--- src/eec_pkg.sv ---
/*
  eec_pkg: constants and types for the exception entry control block.
  Assumes a single 10 MHz clock domain and a 16-bit vector address space.
*/
`default_nettype none
package eec_pkg;
  // vector numbers of each exception source
  localparam logic [5:0] VEC_RESET = 6'h00;
  localparam logic [5:0] VEC_NMI = 6'h07;
  localparam logic [5:0] VEC_TRAP_BASE = 6'h08;
  localparam logic [5:0] VEC_BREAK = 6'h0C;
  // maskable sources in priority order, index 0 highest
  localparam int IRQ_COUNT = 8;
  localparam logic [5:0] IRQ_VEC [IRQ_COUNT] = '{6'h0E, 6'h11, 6'h12, 6'h15,
                                                  6'h16, 6'h17, 6'h18, 6'h19};
  // reset values and counts
  localparam logic [2:0] WDT_HOLD_CYCLES = 3'h4;
  localparam logic [15:0] PC_RESET_VALUE = 16'h0000;

  typedef enum logic [1:0] {
    ST_RESET,
    ST_IDLE,
    ST_WAIT
  } eec_state_type;

  typedef struct packed {
    logic pinSync1;
    logic pinSync2;
    eec_state_type state;
    logic [2:0] wdtCnt;
    logic trapPend;
    logic [1:0] trapNum;
    logic chipReset;
    logic vecRead;
    logic [15:0] vecAddr;
    logic [5:0] excVecNum;
    logic excActive;
    logic pcLoad;
    logic [15:0] pcValue;
  } eec_regs_type;
endpackage : eec_pkg
`default_nettype wire

--- src/eec_sel_if.sv ---
/*
  eec_sel_if: requests into the priority selector and its chosen vector.
  Assumes both ends run on the same clock; the signals are combinational.
*/
`default_nettype none
interface eec_sel_if;
  logic trapPend;
  logic [1:0] trapNum;
  logic nmiReq;
  logic brkReq;
  logic [7:0] irqReq;
  logic iMask;
  logic instrBoundary;
  logic selValid;
  logic [5:0] selNum;
  modport sel (
    input trapPend, trapNum, nmiReq, brkReq, irqReq, iMask, instrBoundary,
    output selValid, selNum
  );
  modport ctl (
    output trapPend, trapNum, nmiReq, brkReq, irqReq, iMask, instrBoundary,
    input selValid, selNum
  );
endinterface : eec_sel_if
`default_nettype wire

--- src/eec_exception_entry_control.sv ---
/*
  eec_exception_entry_control: decides when reset, trap and interrupt exception
  handling begins, fetches the handler address from the vector entry and loads it.
  Assumes the core answers a vector read with vecDataValid some cycles later, and
  that peripheral requests and core signals share clk; only the reset pin is async.
*/
// Functional notes
// - Reset outranks every trap or interrupt pending at the same time.
// - Reset handling starts right after the reset pin releases, never while held.
// - Watchdog overflow resets the chip, then runs the same reset handling.
// - Trap instruction starts handling at vector chosen by its two-bit number.
// - Trap is accepted in program execution regardless of interrupt mask.
// - Mask bit set holds off all interrupts except NMI and address break.
// - Accepted interrupts start only after current instruction or handling completes.
// - Each source has fixed two-byte entry; reset at zero, traps from 0x0010.
// - Simultaneous requests are served in fixed priority order.
`default_nettype none
module eec_exception_entry_control
  import eec_pkg::*;
(
  // clock and reset
  input wire logic clk,
  input wire logic rst,
  // reset sources
  input wire logic extResetPinN,
  input wire logic wdtOverflow,
  // core status
  input wire logic trapExec,
  input wire logic [1:0] trapNum,
  input wire logic iMask,
  input wire logic instrBoundary,
  // interrupt sources
  input wire logic nmiReq,
  input wire logic brkReq,
  input wire logic [7:0] irqReq,
  // vector fetch
  output logic vecRead,
  output logic [15:0] vecAddr,
  input wire logic vecDataValid,
  input wire logic [15:0] vecData,
  // core control
  output logic chipReset,
  output logic excActive,
  output logic [5:0] excVecNum,
  output logic pcLoad,
  output logic [15:0] pcValue
);
  eec_regs_type q;
  eec_regs_type d;
  logic resetCond;
  logic takeTrap;

  eec_sel_if selIf ();

  // requests into the selector
  assign selIf.trapPend = q.trapPend;
  assign selIf.trapNum = q.trapNum;
  assign selIf.nmiReq = nmiReq;
  assign selIf.brkReq = brkReq;
  assign selIf.irqReq = irqReq;
  assign selIf.iMask = iMask;
  assign selIf.instrBoundary = instrBoundary;

  eec_priority_select uSel (
    .s (selIf.sel)
  );

  // reset pin held or watchdog overflow
  assign resetCond = ~q.pinSync2 | wdtOverflow;
  // the pending trap is the one taken this cycle, so its flag may drop
  assign takeTrap = (q.state == ST_IDLE) && selIf.selValid && q.trapPend &&
                    (selIf.selNum != VEC_NMI);

  // next-state logic
  always_comb begin
    d = q;
    // pin synchroniser; only the second stage is read
    d.pinSync1 = extResetPinN;
    d.pinSync2 = q.pinSync1;
    // strobes fall back low unless set below
    d.vecRead = 1'b0;
    d.pcLoad = 1'b0;
    // a new trap wins over the clear of the one being taken
    if (takeTrap) begin
      d.trapPend = 1'b0;
    end
    if (trapExec) begin
      d.trapPend = 1'b1;
      d.trapNum = trapNum;
    end
    if (resetCond) begin
      d.state = ST_RESET;
      d.chipReset = 1'b1;
      d.trapPend = 1'b0;
      d.excActive = 1'b0;
      if (wdtOverflow) begin
        d.wdtCnt = WDT_HOLD_CYCLES;
      end
    end else begin
      // reset stretch, idle, then wait for the vector word
      case (q.state)
        ST_RESET: begin
          // hold the chip in reset for the watchdog stretch
          if (q.wdtCnt != 3'h0) begin
            d.wdtCnt = q.wdtCnt - 3'h1;
          end else begin
            d.chipReset = 1'b0;
            d.state = ST_WAIT;
            d.vecRead = 1'b1;
            d.vecAddr = {9'h000, VEC_RESET, 1'b0};
            d.excVecNum = VEC_RESET;
            d.excActive = 1'b1;
          end
        end
        ST_IDLE: begin
          // take the winner of the selector
          if (selIf.selValid) begin
            d.state = ST_WAIT;
            d.vecRead = 1'b1;
            d.vecAddr = {9'h000, selIf.selNum, 1'b0};
            d.excVecNum = selIf.selNum;
            d.excActive = 1'b1;
          end
        end
        ST_WAIT: begin
          // the answer word is the handler start address
          if (vecDataValid) begin
            d.pcLoad = 1'b1;
            d.pcValue = vecData;
            d.excActive = 1'b0;
            d.state = ST_IDLE;
          end
        end
        default: begin
          d.state = ST_RESET;
        end
      endcase
    end
  end

  // state register
  always_ff @(posedge clk or posedge rst) begin
    if (rst) begin
      q <= '{pinSync1: 1'b0, pinSync2: 1'b0, state: ST_RESET, wdtCnt: 3'h0,
             trapPend: 1'b0, trapNum: 2'h0, chipReset: 1'b1, vecRead: 1'b0,
             vecAddr: 16'h0000, excVecNum: 6'h00, excActive: 1'b0,
             pcLoad: 1'b0, pcValue: PC_RESET_VALUE};
    end else begin
      q <= d;
    end
  end

  // outputs straight from flip-flops
  assign vecRead = q.vecRead;
  assign vecAddr = q.vecAddr;
  assign chipReset = q.chipReset;
  assign excActive = q.excActive;
  assign excVecNum = q.excVecNum;
  assign pcLoad = q.pcLoad;
  assign pcValue = q.pcValue;
endmodule : eec_exception_entry_control
`default_nettype wire

--- src/eec_priority_select.sv ---
/*
  eec_priority_select: picks the highest-priority pending exception other than reset.
  Assumes requests are levels from logic on the same clock.
*/
`default_nettype none
module eec_priority_select
  import eec_pkg::*;
(
  // selector side
  eec_sel_if.sel s
);
  logic [IRQ_COUNT-1:0] irqLive;

  // maskable sources count only unmasked and at an instruction boundary
  genvar g;
  generate
    for (g = 0; g < IRQ_COUNT; g++) begin : gLive
      assign irqLive[g] = s.irqReq[g] & ~s.iMask & s.instrBoundary;
    end
  endgenerate

  // lowest priority first, each higher source overrides
  always_comb begin
    s.selValid = 1'b0;
    s.selNum = VEC_RESET;
    for (int i = IRQ_COUNT - 1; i >= 0; i--) begin
      if (irqLive[i]) begin
        s.selValid = 1'b1;
        s.selNum = IRQ_VEC[i];
      end
    end
    if (s.brkReq && s.instrBoundary) begin
      s.selValid = 1'b1;
      s.selNum = VEC_BREAK;
    end
    if (s.trapPend) begin
      s.selValid = 1'b1;
      s.selNum = VEC_TRAP_BASE + {4'h0, s.trapNum};
    end
    if (s.nmiReq && s.instrBoundary) begin
      s.selValid = 1'b1;
      s.selNum = VEC_NMI;
    end
  end
endmodule : eec_priority_select
`default_nettype wire

--- config.mk ---
export PLATFORM = sky130hd
export DESIGN_NAME = eec_exception_entry_control
export DESIGN_NICKNAME = d
export VERILOG_FILES = /design/src/eec_pkg.sv /design/src/eec_sel_if.sv /design/src/eec_exception_entry_control.sv /design/src/eec_priority_select.sv
export SDC_FILE = /design/constraint.sdc
export NUM_CORES = 1
export LEC_CHECK = 0
export ABC_AREA = 1
export BUFFER_PORTS_ARGS = -buffer_cell sky130_fd_sc_hd__clkbuf_2
export CORE_MARGIN = 10
export CORE_UTILIZATION = 50
export DETAILED_ROUTE_END_ITERATION = 7
export GPL_TIMING_DRIVEN = 0
export HOLD_SLACK_MARGIN = 0.15
export PLACE_DENSITY = 0.8
export SLEW_MARGIN = 20
export SYNTH_ARGS = -nofsm -noshare
export SYNTH_HDL_FRONTEND = slang
export SYNTH_HIERARCHICAL = 1
export SYNTH_SLANG_ARGS = --single-unit
export TNS_END_PERCENT = 30
--- constraint.sdc ---
create_clock -name clk -period 2.3 [get_ports clk]
set_input_delay 0.23 -clock clk [delete_from_list [all_inputs] [get_ports clk]]
set_output_delay 0.23 -clock clk [all_outputs]
set_load 0.005 [all_outputs]
---- Word level (Yosys, flattened, before mapping) ----
Cells that the tools add are included.
word-level totals
  output and inout bits ................... 42
  input port bits ......................... 36
  word-level logic and storage cells ...... 107
  flip-flop bits (word level) ............. 52
cells by class
  bitwise operators ....................... 20
  eq/ne operators ......................... 10
  muxes and demuxes ....................... 44
  add/sub/neg operators ................... 2
  reductions and logical operators ........ 18
operator list
  cell                                                    count
  two-way mux 5 bit                                       10
  case mux 23 bit (2 select lines)                        1
  two-way mux 17 bit                                      2
  two-way mux 25 bit                                      1
  two-way mux 24 bit                                      1
  two-way mux 23 bit                                      1
  two-way mux 18 bit                                      1
  AND 1 bit                                               16
  two-way mux 1 bit                                       16
  two-way mux 3 bit                                       4
  two-way mux 6 bit                                       2
  inequality test 3 bit (second input constant)           3
  AND reduction 3 bit                                     3
  inequality test 2 bit (second input constant)           4
  AND reduction 4 bit                                     2
  two-way mux 2 bit                                       3
  inequality test 6 x 3 -> 1 bit (second input constant)  1
  case mux 2 bit (3 select lines)                         1
  nonzero test 2 bit                                      3
  nonzero test 3 bit                                      2
  adder 4 x 2 -> 5 bit (first input constant)             1
  logical AND 1 bit                                       5
  nonzero test 4 bit                                      1
  inverter 1 bit                                          3
  7 further kinds                                         7

---- Longest topological paths before layout ----
Gate-level depths: netlist of the first run.
  word-level depth ........................ 20
  mapped depth ............................ 13

---- By module ----
Netlist of the first run, hierarchy kept.
modules (own cells, without submodules)
  module                       cells each  area each (µm²)  seq. area each (µm²)  instances
  eec_exception_entry_control  226         1,900.6          902.1                 1
  eec_priority_select          55          256.5            0.0                   1

---- Worst setup path before layout of the first run ----
OpenSTA, ideal clock, no wires.
  path kind ............................... in2reg
  from .................................... input instrBoundary
  to ...................................... register q, in the netlist excActive
  stages on the path ...................... 12
  required time ........................... 2,184 ps
  data arrival time ....................... 1,162 ps
  path slack .............................. 1,022 ps
  path buffers ............................ 0
  path through ............................ inv_2 nor2_8 o21ai_1 inv_1 nor2_1 nand3_1 nand2_1 nand2_1 nand2_1 nor2_1 nand3_1 nand2_1
on the way
  cells in the longest elaborated chain, start to end .. 14
  elaborated cells between the ends (all ways) .. 23
  classes of those cells .................. eq/ne (1); mux (11); bitwise (8); reduce/logical (3)
RTL lines
  item                                 line                                RTL
  start, declared                      eec_exception_entry_control.sv:31   input wire logic instrBoundary,
  AND 1 bit                            eec_priority_select.sv:18           assign irqLive[g] = s.irqReq[g] & ~s.iMask & s.instrBoundary;
  two-way mux 1 bit (8 in series)      eec_priority_select.sv:27           if (irqLive[i]) begin
  two-way mux 1 bit                    eec_priority_select.sv:32           if (s.brkReq && s.instrBoundary) begin
  two-way mux 1 bit                    eec_priority_select.sv:36           if (s.trapPend) begin
  two-way mux 1 bit (*)                eec_priority_select.sv:40           if (s.nmiReq && s.instrBoundary) begin
  net selIf.selValid                   eec_sel_if.sv:14                    logic selValid;
  inequality test 3 bit (no line) (*)  --
  AND reduction 4 bit (no line) (*)    --
  end signal, assigned                 eec_exception_entry_control.sv:144  q <= '{pinSync1: 1'b0, pinSync2: 1'b0, state: ST_RESET, wdtCnt: 3'h0,
  end, declared                        eec_exception_entry_control.sv:48   eec_regs_type q;
The timed path passes the listed nets; every way through them passes the cells marked *.
A chain may end at the register's enable or synchronous reset.

---- Worst setup path after layout of the first run ----
  from .................................... register q[48] in the netlist's numbering
  to ...................................... register q, in the netlist pcValue[3]
on the way
  cells in the longest elaborated chain, start to end .. 2
RTL lines
  item                           line                                RTL
  == test 2 bit                  eec_exception_entry_control.sv:101  case (q.state)
  AND reduction 3 bit (no line)  --
Every way passes these cells.

==> results.sh, run 1 <==
export IMPL_outcome="complete, no violations"
export IMPL_grt_usage=0.1407
export IMPL_worst_pin_slew_ps=713.1
export IMPL_hold_buffers=14
export IMPL_cp_end_kind="flip-flop"
export IMPL_finalSetupViolCount=0
export IMPL_drive_gt1_frac=0.3632
export IMPL_synth_cell_types=31
export IMPL_cts_resized=0
export IMPL_core_area_um2=4086
export IMPL_grt_overflow_total=0
export IMPL_wl_per_cell_um=11.45
export IMPL_min_path_type="in2reg"
export IMPL_synth_edf_count=0
export IMPL_clk_latency_ps=280
export IMPL_skew_ps=3.130
export IMPL_cts_tree="built"
export IMPL_firstDrtPassIters=4
export IMPL_rows=23
export IMPL_slowest_delay_ps=410
export IMPL_fin_cells=431
export IMPL_area_delta_synth_final_pct=32.08
export IMPL_postLayoutCellArea_um2=2849
export IMPL_grt_pass1_wl_um=8576
export IMPL_worst_endpoint_required_ps=2470
export IMPL_cts_root_buf="clkbuf_8"
export IMPL_synth_top_area_share=0.4060
export IMPL_async_flop_share=1.000
export IMPL_post_cts_repair_setup_buffers=0
export IMPL_die_area_um2=7341
export IMPL_routed_wl_um=4935
export IMPL_viasPerCell=4.429
export IMPL_cpLargestDelayFamily="flip-flops"
export IMPL_rsz0062_at_grt="no"
export IMPL_portBuffers=67
export IMPL_initial_core_util=0.5279
export IMPL_drv_slew=0
export IMPL_ys_seq_elements=36
export IMPL_synthCells=281
export IMPL_syn_avg_cell_area_um2=7.676
export IMPL_drc_errors=0
export IMPL_grt_pass1_vias=2008
export IMPL_ys_seq_area_frac=0.4182
export IMPL_antenna_found_initial=0
export IMPL_slowest_stage="dfrtp_1"
export IMPL_clock_path_buffers=2
export IMPL_ant_nets=0
export IMPL_yosysTopAreaCell="dfrtp_1"
export IMPL_hold_violations=0
export IMPL_nNetsFinal=420
export IMPL_die_w_um=85.68
export IMPL_synth_area_leaders="dfrtp_1, nand2_1, buf_4"
export IMPL_cts_inserted_buffers=5
export IMPL_ir_worst_vdd_uv=495.8
export IMPL_critical_path_cell_chain="inv_1 > ha_1 > nand3_1 > inv_2 > nand2_4 > buf_2 > nand2_1 > nand2_1"
export IMPL_hold_worst_slack_ps=153.7
export IMPL_yosysMostFrequentCell="nand2_1"
export IMPL_dp_cells=407
export IMPL_drtIter0Drc=101
export IMPL_clock_sinks=36
export IMPL_setup_tns_ps=0
export IMPL_hp_start="vecData[3]"
export IMPL_synth_common_cells="nand2_1, buf_4, dfrtp_1"
export IMPL_cts_clk_slew_worst_paths_ps=70
export IMPL_worstSetupPathType="reg2reg"
export IMPL_cp_common_cell="nand2_1"
export IMPL_p_leak_uw=0.001739
export IMPL_period_needed_ps=1466
export IMPL_ys_dominant_reg_cell="dfrtp_1"
export IMPL_power_per_cell_area_nw_per_um2=801.3
export IMPL_hpwlAfterDp_um=3780
export IMPL_grt_max_degree=37
export IMPL_critPathBufInv=3
export IMPL_io_pins=78
export IMPL_vias=1909
export IMPL_h_tree_depth=2
export IMPL_die_h_um=85.68
export IMPL_cp_data_arrival_time_ps=1640
export IMPL_rr_startpoint="q[48]"
export IMPL_max_freq_mhz=682.2
export IMPL_crit_path_start_kind="flip-flop"
export IMPL_placed_area_um2=2589
export IMPL_synth_area_um2=2157
export IMPL_path_max_fanout=10
export IMPL_fin_crit_sh=0.6374
export IMPL_gp_congestion=0.8198
export IMPL_drv_cap=0
export IMPL_startpoint="q[48]"
export IMPL_yosysWarnings=6
export IMPL_relSlewSlack=0.5239
## state kept, by name, indices dropped and copies added (netlist names)
name	flops
chipReset	1
d	1
excActive	1
pcLoad	1
pcValue	16
q	6
selIf.trapNum	2
selIf.trapPend	1
vecAddr	6
vecRead	1
## power by group
group / switching (µW) / internal [µW] / total [µW]
clock: 210 / 321 / 531
combinational: 391 / 454 / 845
sequential: 98.0 / 808 / 906
total: 699 / 1580 / 2280
## cell usage in the layout, fill, tap and decap left out, types with 2 or more instances in the layout
cell type / instances
a21oi_1: 3
buf_4: 39
clkbuf_2: 67
clkbuf_8: 5
conb_1: 11
dfrtp_1: 35
dlygate4sd3_1: 15
ha_1: 5
inv_1: 23
inv_2: 6
mux2_2: 2
nand2_1: 111
nand2_2: 5
nand3_1: 10
nor2_1: 17
o21ai_0: 3
o21ai_1: 2
o21ai_2: 2
## metal layers
metal	GRT usage	wire, µm	vias to the layer above
met5	0	0	-
met2	0.2663	2599	46
met1	0.1331	1886	857
met3	0.05676	348	10
li1	-	-	996
met4	0.04790	101	0
## final timing paths
path,endpoint,slack (ps),cells after the start
max,pcValue[3],830,8
min,pcValue[3],150,3
max reg2reg,pcValue[3],830,8
min reg2reg,q[50],360,0
max in group asynchronous,q[48],1240,3
min in group asynchronous,vecAddr[4],600,3
## cells by family after synthesis
group | after synthesis | share of synthesized area
AND/OR/NAND/NOR | 151 | 0.3016
multiplexers | 2 | 0.01044
AO/OA/AOI/OAI | 13 | 0.03654
adder cells (fa/ha/maj) | 5 | 0.02900
flip-flops | 36 | 0.4182
other | 2 | 0.003482
buffers and inverters | 71 | 0.1966
XOR/XNOR | 1 | 0.004061
## worst min-delay path, stage by stage
cell	delay [ps]
clkbuf_2	70
nand2_1	40
nand2_1	60
## stage by stage
stage / utilization / power, µW / setup WS (ps)
after floorplan: - / 1460 / 1022
after global routing: 0.6966 / 2485 / 693.4
after detailed placement: 0.6335 / 1747 / 665.1
after global placement: 0.6335 / 1716 / 677.2
final: 0.6972 / 2283 / 834.1
after CTS: 0.6941 / 2315 / 819.0
## layout make-up
class / count / area, µm²
Fill cell: 358 / 1237
Inverter: 30 / 115.1
Antenna cell: 1 / 2.502
Buffer: 41 / 309.0
Timing Repair Buffer: 82 / 485.5
Clock buffer: 6 / 72.57
Clock inverter: 2 / 35.03
Sequential cell: 36 / 902.1
Tap cell: 50 / 62.56
Multi-Input combinational cell: 183 / 864.6
Power figures use the tool's default switching activity.
==> run 2, diff against run 1 <==
- ABC_AREA: 1 -> 0
- CORE_UTILIZATION: 50 -> 44
- PLACE_DENSITY: 0.8 -> 0.76
- clock period: 2.3 -> 1.3 ns (I/O delays scaled with it)
==> results.sh, run 2 <==
export IMPL_cts_tree="built"
export IMPL_fin_crit_sh=1.416
export IMPL_antenna_cells=0
export IMPL_cp_end_kind="flip-flop"
export IMPL_drv_slew=0
export IMPL_yosysMostFrequentCell="buf_4"
export IMPL_die_area_um2=7850
export IMPL_layout_commonest_cell="clkbuf_2"
export IMPL_violations="negative setup slack"
export IMPL_gp_congestion=0.8201
export IMPL_rows=24
export IMPL_ant_nets=0
export IMPL_crit_path_start_kind="flip-flop"
export IMPL_antenna_found_initial=0
export IMPL_die_w_um=88.60
export IMPL_max_freq_mhz=543.2
export IMPL_ys_seq_elements=36
export IMPL_die_h_um=88.60
export IMPL_drive_gt1_frac=0.5786
export IMPL_relSlewSlack=0.4907
export IMPL_period_needed_ps=1841
export IMPL_hold_violations=0
export IMPL_portBuffers=67
export IMPL_pwr_share_clk=0.260
export IMPL_vias=1626
export IMPL_initial_core_util=0.4659
export IMPL_setup_ws_ps=-541.1
export IMPL_nNetsFinal=339
export IMPL_postLayoutCellArea_um2=2963
export IMPL_r2r_cells=7
export IMPL_area_delta_synth_final_pct=43.08
export IMPL_grt_max_degree=37
export IMPL_synth_area_leaders="dfrtp_1, buf_4, mux2_2"
export IMPL_rr_startpoint="selIf.trapPend"
export IMPL_synth_area_um2=2071
export IMPL_use_met3=0.04688
export IMPL_pwr_share_seq=0.395
export IMPL_grt_util_met2=0.2431
export IMPL_grt_pass1_wl_um=8066
export IMPL_syn_avg_cell_area_um2=10.96
export IMPL_regToRegEndpoint="vecAddr[1]"
export IMPL_cts_root_buf="clkbuf_8"
export IMPL_worst_endpoint_required_ps=1480
export IMPL_routed_wl_um=5060
export IMPL_synth_common_cells="buf_4, dfrtp_1, mux2_2"
export IMPL_viasPerCell=4.632
export IMPL_synth_top_area_share=0.4230
export IMPL_p_sw_uw=1036
export IMPL_io_pins=78
export IMPL_min_path_type="in2reg"
export IMPL_startpoint="selIf.trapPend"
export IMPL_finalSetupViolCount=21
export IMPL_grt_pass1_vias=1705
export IMPL_drv_cap=0
export IMPL_yosysTopAreaCell="dfrtp_1"
export IMPL_synthCells=189
export IMPL_drc_errors=0
export IMPL_fin_cells=351
export IMPL_dp_cells=317
export IMPL_largest_reg_flops=16
export IMPL_power_per_cell_area_nw_per_um2=1264
export IMPL_intPower_uw=2708
export IMPL_met1_usage=0.1296
export IMPL_ir_worst_vdd_uv=626.2
export IMPL_mostFrequentLayoutCells="clkbuf_2, buf_4, dfrtp_1, dlygate4sd3_1, mux2_2"
export IMPL_rsz0062_at_grt="yes"
export IMPL_grt_overflow_total=0
export IMPL_yosysWarnings=6
export IMPL_cts_clk_slew_worst_paths_ps=70
export IMPL_p_leak_uw=0.001559
export IMPL_r2r_slack_ps=-540
export IMPL_core_area_um2=4444
export IMPL_clock_path_buffers=2
export IMPL_grt_busiest_layer="met2"
export IMPL_firstDrtPassIters=4
export IMPL_cts_inserted_buffers=5
export IMPL_ys_dominant_reg_cell="dfrtp_1"
export IMPL_worst_pin_slew_ps=762.9
export IMPL_clock_sinks=36
export IMPL_clk_latency_ps=290
export IMPL_skew_ps=4.634
export IMPL_hpwlAfterDp_um=3670
export IMPL_netSwitchingFraction=0.2768
export IMPL_h_tree_depth=2
export IMPL_worstSetupPathType="reg2reg"
export IMPL_outcome="complete, but fails checks"
export IMPL_crit_end="vecAddr[1]"
export IMPL_path_max_fanout=5
export IMPL_async_flop_share=1.000
export IMPL_grt_usage=0.1325
export IMPL_pwr_share_comb=0.345
export IMPL_cp_data_arrival_time_ps=2020
export IMPL_synth_edf_count=0
export IMPL_ys_seq_area_frac=0.4356
export IMPL_wl_per_cell_um=14.42
export IMPL_drtIter0Drc=43
export IMPL_synth_cell_types=51
export IMPL_placed_area_um2=2516
## run 2: changes by cell type after synthesis, sizes merged, moves of 6 or more
cell,previous run,this run
a22o,0,6
nor2,20,8
nand2,117,5
inv,30,10
nand3,11,3
mux2,2,18
## run 2: what timing repair did
item / 4_1_cts / 5_1_grt
hold buffers: 22 / 0
hold endpoints to repair: 59 / 0
setup endpoints to repair: 30 / 30
pin swaps: 1 / 11
resized for setup: 7 / 16
setup buffers: 2 / 2
## run 2: area by class of cell
type | instances | area (µm²)
sequential | 36 | 903.4
fill | 343 | 1481
clock buffer | 6 | 72.57
timing repair buffer | 93 | 591.8
tap | 52 | 65.06
inverter | 10 | 37.54
multi-input combinational | 112 | 953.4
clock inverter | 2 | 35.03
buffer | 40 | 304.0
## run 2: per-stage QoR
stage | utilization | setup slack, ps | TNS (ps) | hold slack, ps | power, µW
CTS | 0.6492 | -536.9 | -7167 | 171.0 | 3710
global placement | 0.5662 | -636.3 | -13050 | 238.9 | 2612
detailed placement | 0.5662 | -653.6 | -8200 | 241.8 | 2659
floorplan | - | -498.5 | -5153 | 161.4 | 2258
finish | 0.6667 | -541.1 | -6187 | 175.1 | 3744
global route | 0.6667 | -620.0 | -7696 | 184.1 | 4003
## run 2: worst min path at each step
| stage | from | to | cells after the start |
|---|---|---|---|
| 2_1_floorplan | extResetPinN | d[50] | 0 |
| 3_3_place_gp | extResetPinN | d[50] | 1 |
| 3_5_place_dp | extResetPinN | d[50] | 1 |
| 4_1_cts | wdtOverflow | selIf.trapPend | 3 |
| 5_1_grt | wdtOverflow | selIf.trapPend | 3 |
| 6_report | wdtOverflow | selIf.trapPend | 3 |
## run 2: layer usage
layer,vias up,part of all wire
met5,-,0
met4,0,0.016
met3,6,0.067
met2,39,0.54
met1,760,0.37
li1,821,-
## run 2: cells by family after synthesis
logic type | count (synthesis) | synth area share
flip-flops | 36 | 0.4357
other | 2 | 0.003627
buffers and inverters | 50 | 0.1650
XOR/XNOR | 2 | 0.008461
AND/OR/NAND/NOR | 49 | 0.1505
AO/OA/AOI/OAI | 26 | 0.1039
multiplexers | 19 | 0.1027
adder cells (fa/ha/maj) | 5 | 0.03021
## run 2: worst max-delay path, cell delays in order, from the launching register on
cell	delay, ps
dfrtp_2	430
or2_1	210
o32a_1	290
or2_4	250
inv_1	70
a211oi_2	40
and2_4	180
a22o_2	260
## run 2: power groups by stage
stage | Combinational (µW) | Sequential (µW) | Clock, µW
after floorplan | 798 | 1460 | 0
after global placement | 1130 | 1480 | 0
after detailed placement | 1160 | 1500 | 0
after CTS | 1240 | 1470 | 996
after global routing | 1450 | 1510 | 1050
final | 1290 | 1480 | 972
==> run 3, diff against run 2 <==
- CORE_UTILIZATION: 44 -> 50
- PLACE_DENSITY: 0.76 -> 0.81
- clock period: 1.3 -> 2.2 ns (I/O delays scaled with it)
==> results.sh, run 3 (synthesis gave the netlist of run 2 again) <==
export IMPL_cp_end_kind="flip-flop"
export IMPL_clock_path_buffers=2
export IMPL_holdPathStages=2
export IMPL_hp_start="vecData[12]"
export IMPL_core_area_um2=4000
export IMPL_skew_ps=3.754
export IMPL_clock_sinks=36
export IMPL_min_path_type="in2reg"
export IMPL_path_max_fanout=10
export IMPL_dp_cells=315
export IMPL_grt_usage=0.1182
export IMPL_cp_common_cell="or2_1"
export IMPL_hpwlAfterDp_um=3609
export IMPL_register_area_um2=903.4
export IMPL_drv_slew=0
export IMPL_final_util=0.6537
export IMPL_drc_errors=0
export IMPL_regToRegEndpoint="excActive"
export IMPL_mostFrequentLayoutCells="clkbuf_2, buf_4, dfrtp_1, mux2_2, conb_1"
export IMPL_portBuffers=67
export IMPL_antenna_cells=0
export IMPL_r2r_slack_ps=200
export IMPL_cts_inserted_buffers=5
export IMPL_grt_overflow_total=0
export IMPL_cts_tree="built"
export IMPL_grt_max_degree=37
export IMPL_outcome="complete, no violations"
export IMPL_die_w_um=84.36
export IMPL_finalSetupViolCount=0
export IMPL_gp_congestion=0.7853
export IMPL_critical_path_cell_chain="or2_1 > o32a_1 > or2_1 > and2b_2 > a211oi_4 > o2111ai_1 > nor3b_1"
export IMPL_ant_nets=0
export IMPL_setup_ws_ps=197.8
export IMPL_layout_commonest_cell="clkbuf_2"
export IMPL_ir_worst_vdd_uv=471.2
export IMPL_drtIter0Drc=49
export IMPL_grt_pass1_vias=1555
export IMPL_drv_cap=0
export IMPL_r2r_cells=7
export IMPL_slowest_delay_ps=460
export IMPL_vias=1527
export IMPL_largest_reg_flops=16
export IMPL_slowest_stage="dfrtp_2"
export IMPL_worstSetupPathType="reg2reg"
export IMPL_p_leak_uw=0.001409
export IMPL_period_needed_ps=2002
export IMPL_cpLargestDelayFamily="simple AND/OR/NAND/NOR gates"
export IMPL_rows=23
export IMPL_setup_tns_ps=0
export IMPL_crit_path_start_kind="flip-flop"
export IMPL_grt_pass1_wl_um=6948
export IMPL_die_area_um2=7116
export IMPL_cts_root_buf="clkbuf_8"
export IMPL_min_to="pcValue[12]"
export IMPL_power_per_cell_area_nw_per_um2=766.7
export IMPL_fillerInstances=338
export IMPL_dp_slack_ps=142.1
export IMPL_nNetsFinal=315
export IMPL_multi_input_area_um2=862.1
export IMPL_firstDrtPassIters=4
export IMPL_routed_wl_um=4282
export IMPL_fin_cells=325
export IMPL_relSlewSlack=0.5151
export IMPL_die_h_um=84.36
export IMPL_antenna_found_initial=0
export IMPL_area_delta_synth_final_pct=26.28
export IMPL_max_freq_mhz=499.4
export IMPL_cts_clk_slew_worst_paths_ps=60
export IMPL_worst_pin_slew_ps=726.2
export IMPL_fin_crit_sh=0.9101
export IMPL_io_pins=78
export IMPL_h_tree_depth=2
export IMPL_critPathBufInv=0
export IMPL_viasPerCell=4.698
export IMPL_worst_endpoint_required_ps=2390
export IMPL_hold_violations=0
export IMPL_rsz0062_at_grt="no"
export IMPL_initial_core_util=0.5177
export IMPL_wl_per_cell_um=13.18
export IMPL_cp_data_arrival_time_ps=2200
export IMPL_rr_startpoint="selIf.trapPend"
export IMPL_clk_latency_ps=280
export IMPL_drive_gt1_frac=0.5564
==> run 3: changes by cell type in the layout (fill, tap and decap cells not counted), moves of 3 or more <==
cell | before | now
ha_1 | 2 | 5
inv_1 | 6 | 9
dlygate4sd3_1 | 21 | 2
ha_4 | 3 | 0
buf_4 | 42 | 39
inv_2 | 4 | 1
==> run 3: metrics by stage <==
step           hold slack, ps  power [µW]  cell area [µm²]
4_1_cts                 155.2        2040             2613
5_1_grt                 154.7        2146             2615
6_report                167.7        2005             2615
2_1_floorplan           251.4        1328             2105
3_3_place_gp            329.2        1535             2502
3_5_place_dp            330.1        1566             2502
==> run 3: worst reg2reg max path: stages (launching register included) <==
cell and delay, ps:
dfrtp_2 460, or2_1 240, o32a_1 290, or2_1 280
and2b_2 280, a211oi_4 70, o2111ai_1 120, nor3b_1 190
==> run 3: worst max-delay path by stage <==
stage | start | to | slack [ps] | depth (start not counted)
floorplan | selIf.trapPend | vecAddr[1] | 310 | 7
global placement | selIf.trapPend | excActive | 170 | 7
detailed placement | selIf.trapPend | excActive | 140 | 7
CTS | selIf.trapPend | excActive | 130 | 7
global route | selIf.trapPend | excActive | 30 | 7
finish | selIf.trapPend | excActive | 200 | 7
==> run 3: layout make-up <==
type,instances,area share
plain buffers,40,0.1163
multi-input cells,112,0.3297
well taps,50,0.02392
clock buffers,8,0.03445
flip-flops and latches,36,0.3455
inverters,10,0.01435
repair buffers,69,0.1359
==> run 3: routing by layer <==
layer	share of wire	vias up	GRT usage	wire length [µm]
met3	0.069	7	0.04831	297
met5	0	-	0	0
met1	0.38	708	0.1161	1617
met4	0.016	0	0.04940	70
met2	0.54	38	0.2144	2298
li1	-	774	-	-
==> run 3: power by group <==
part,internal (µW),total (µW),switching (µW)
sequential,797,873,76.4
combinational,411,672,261
clock,255,460,205
total,1460,2000,542
==> run 3: what timing repair did <==
action	in CTS	in global routing
hold buffers	2	0
hold endpoints to repair	36	0
setup buffers	0	0
resized for setup	0	2
endpoints found under the setup margin	0	1
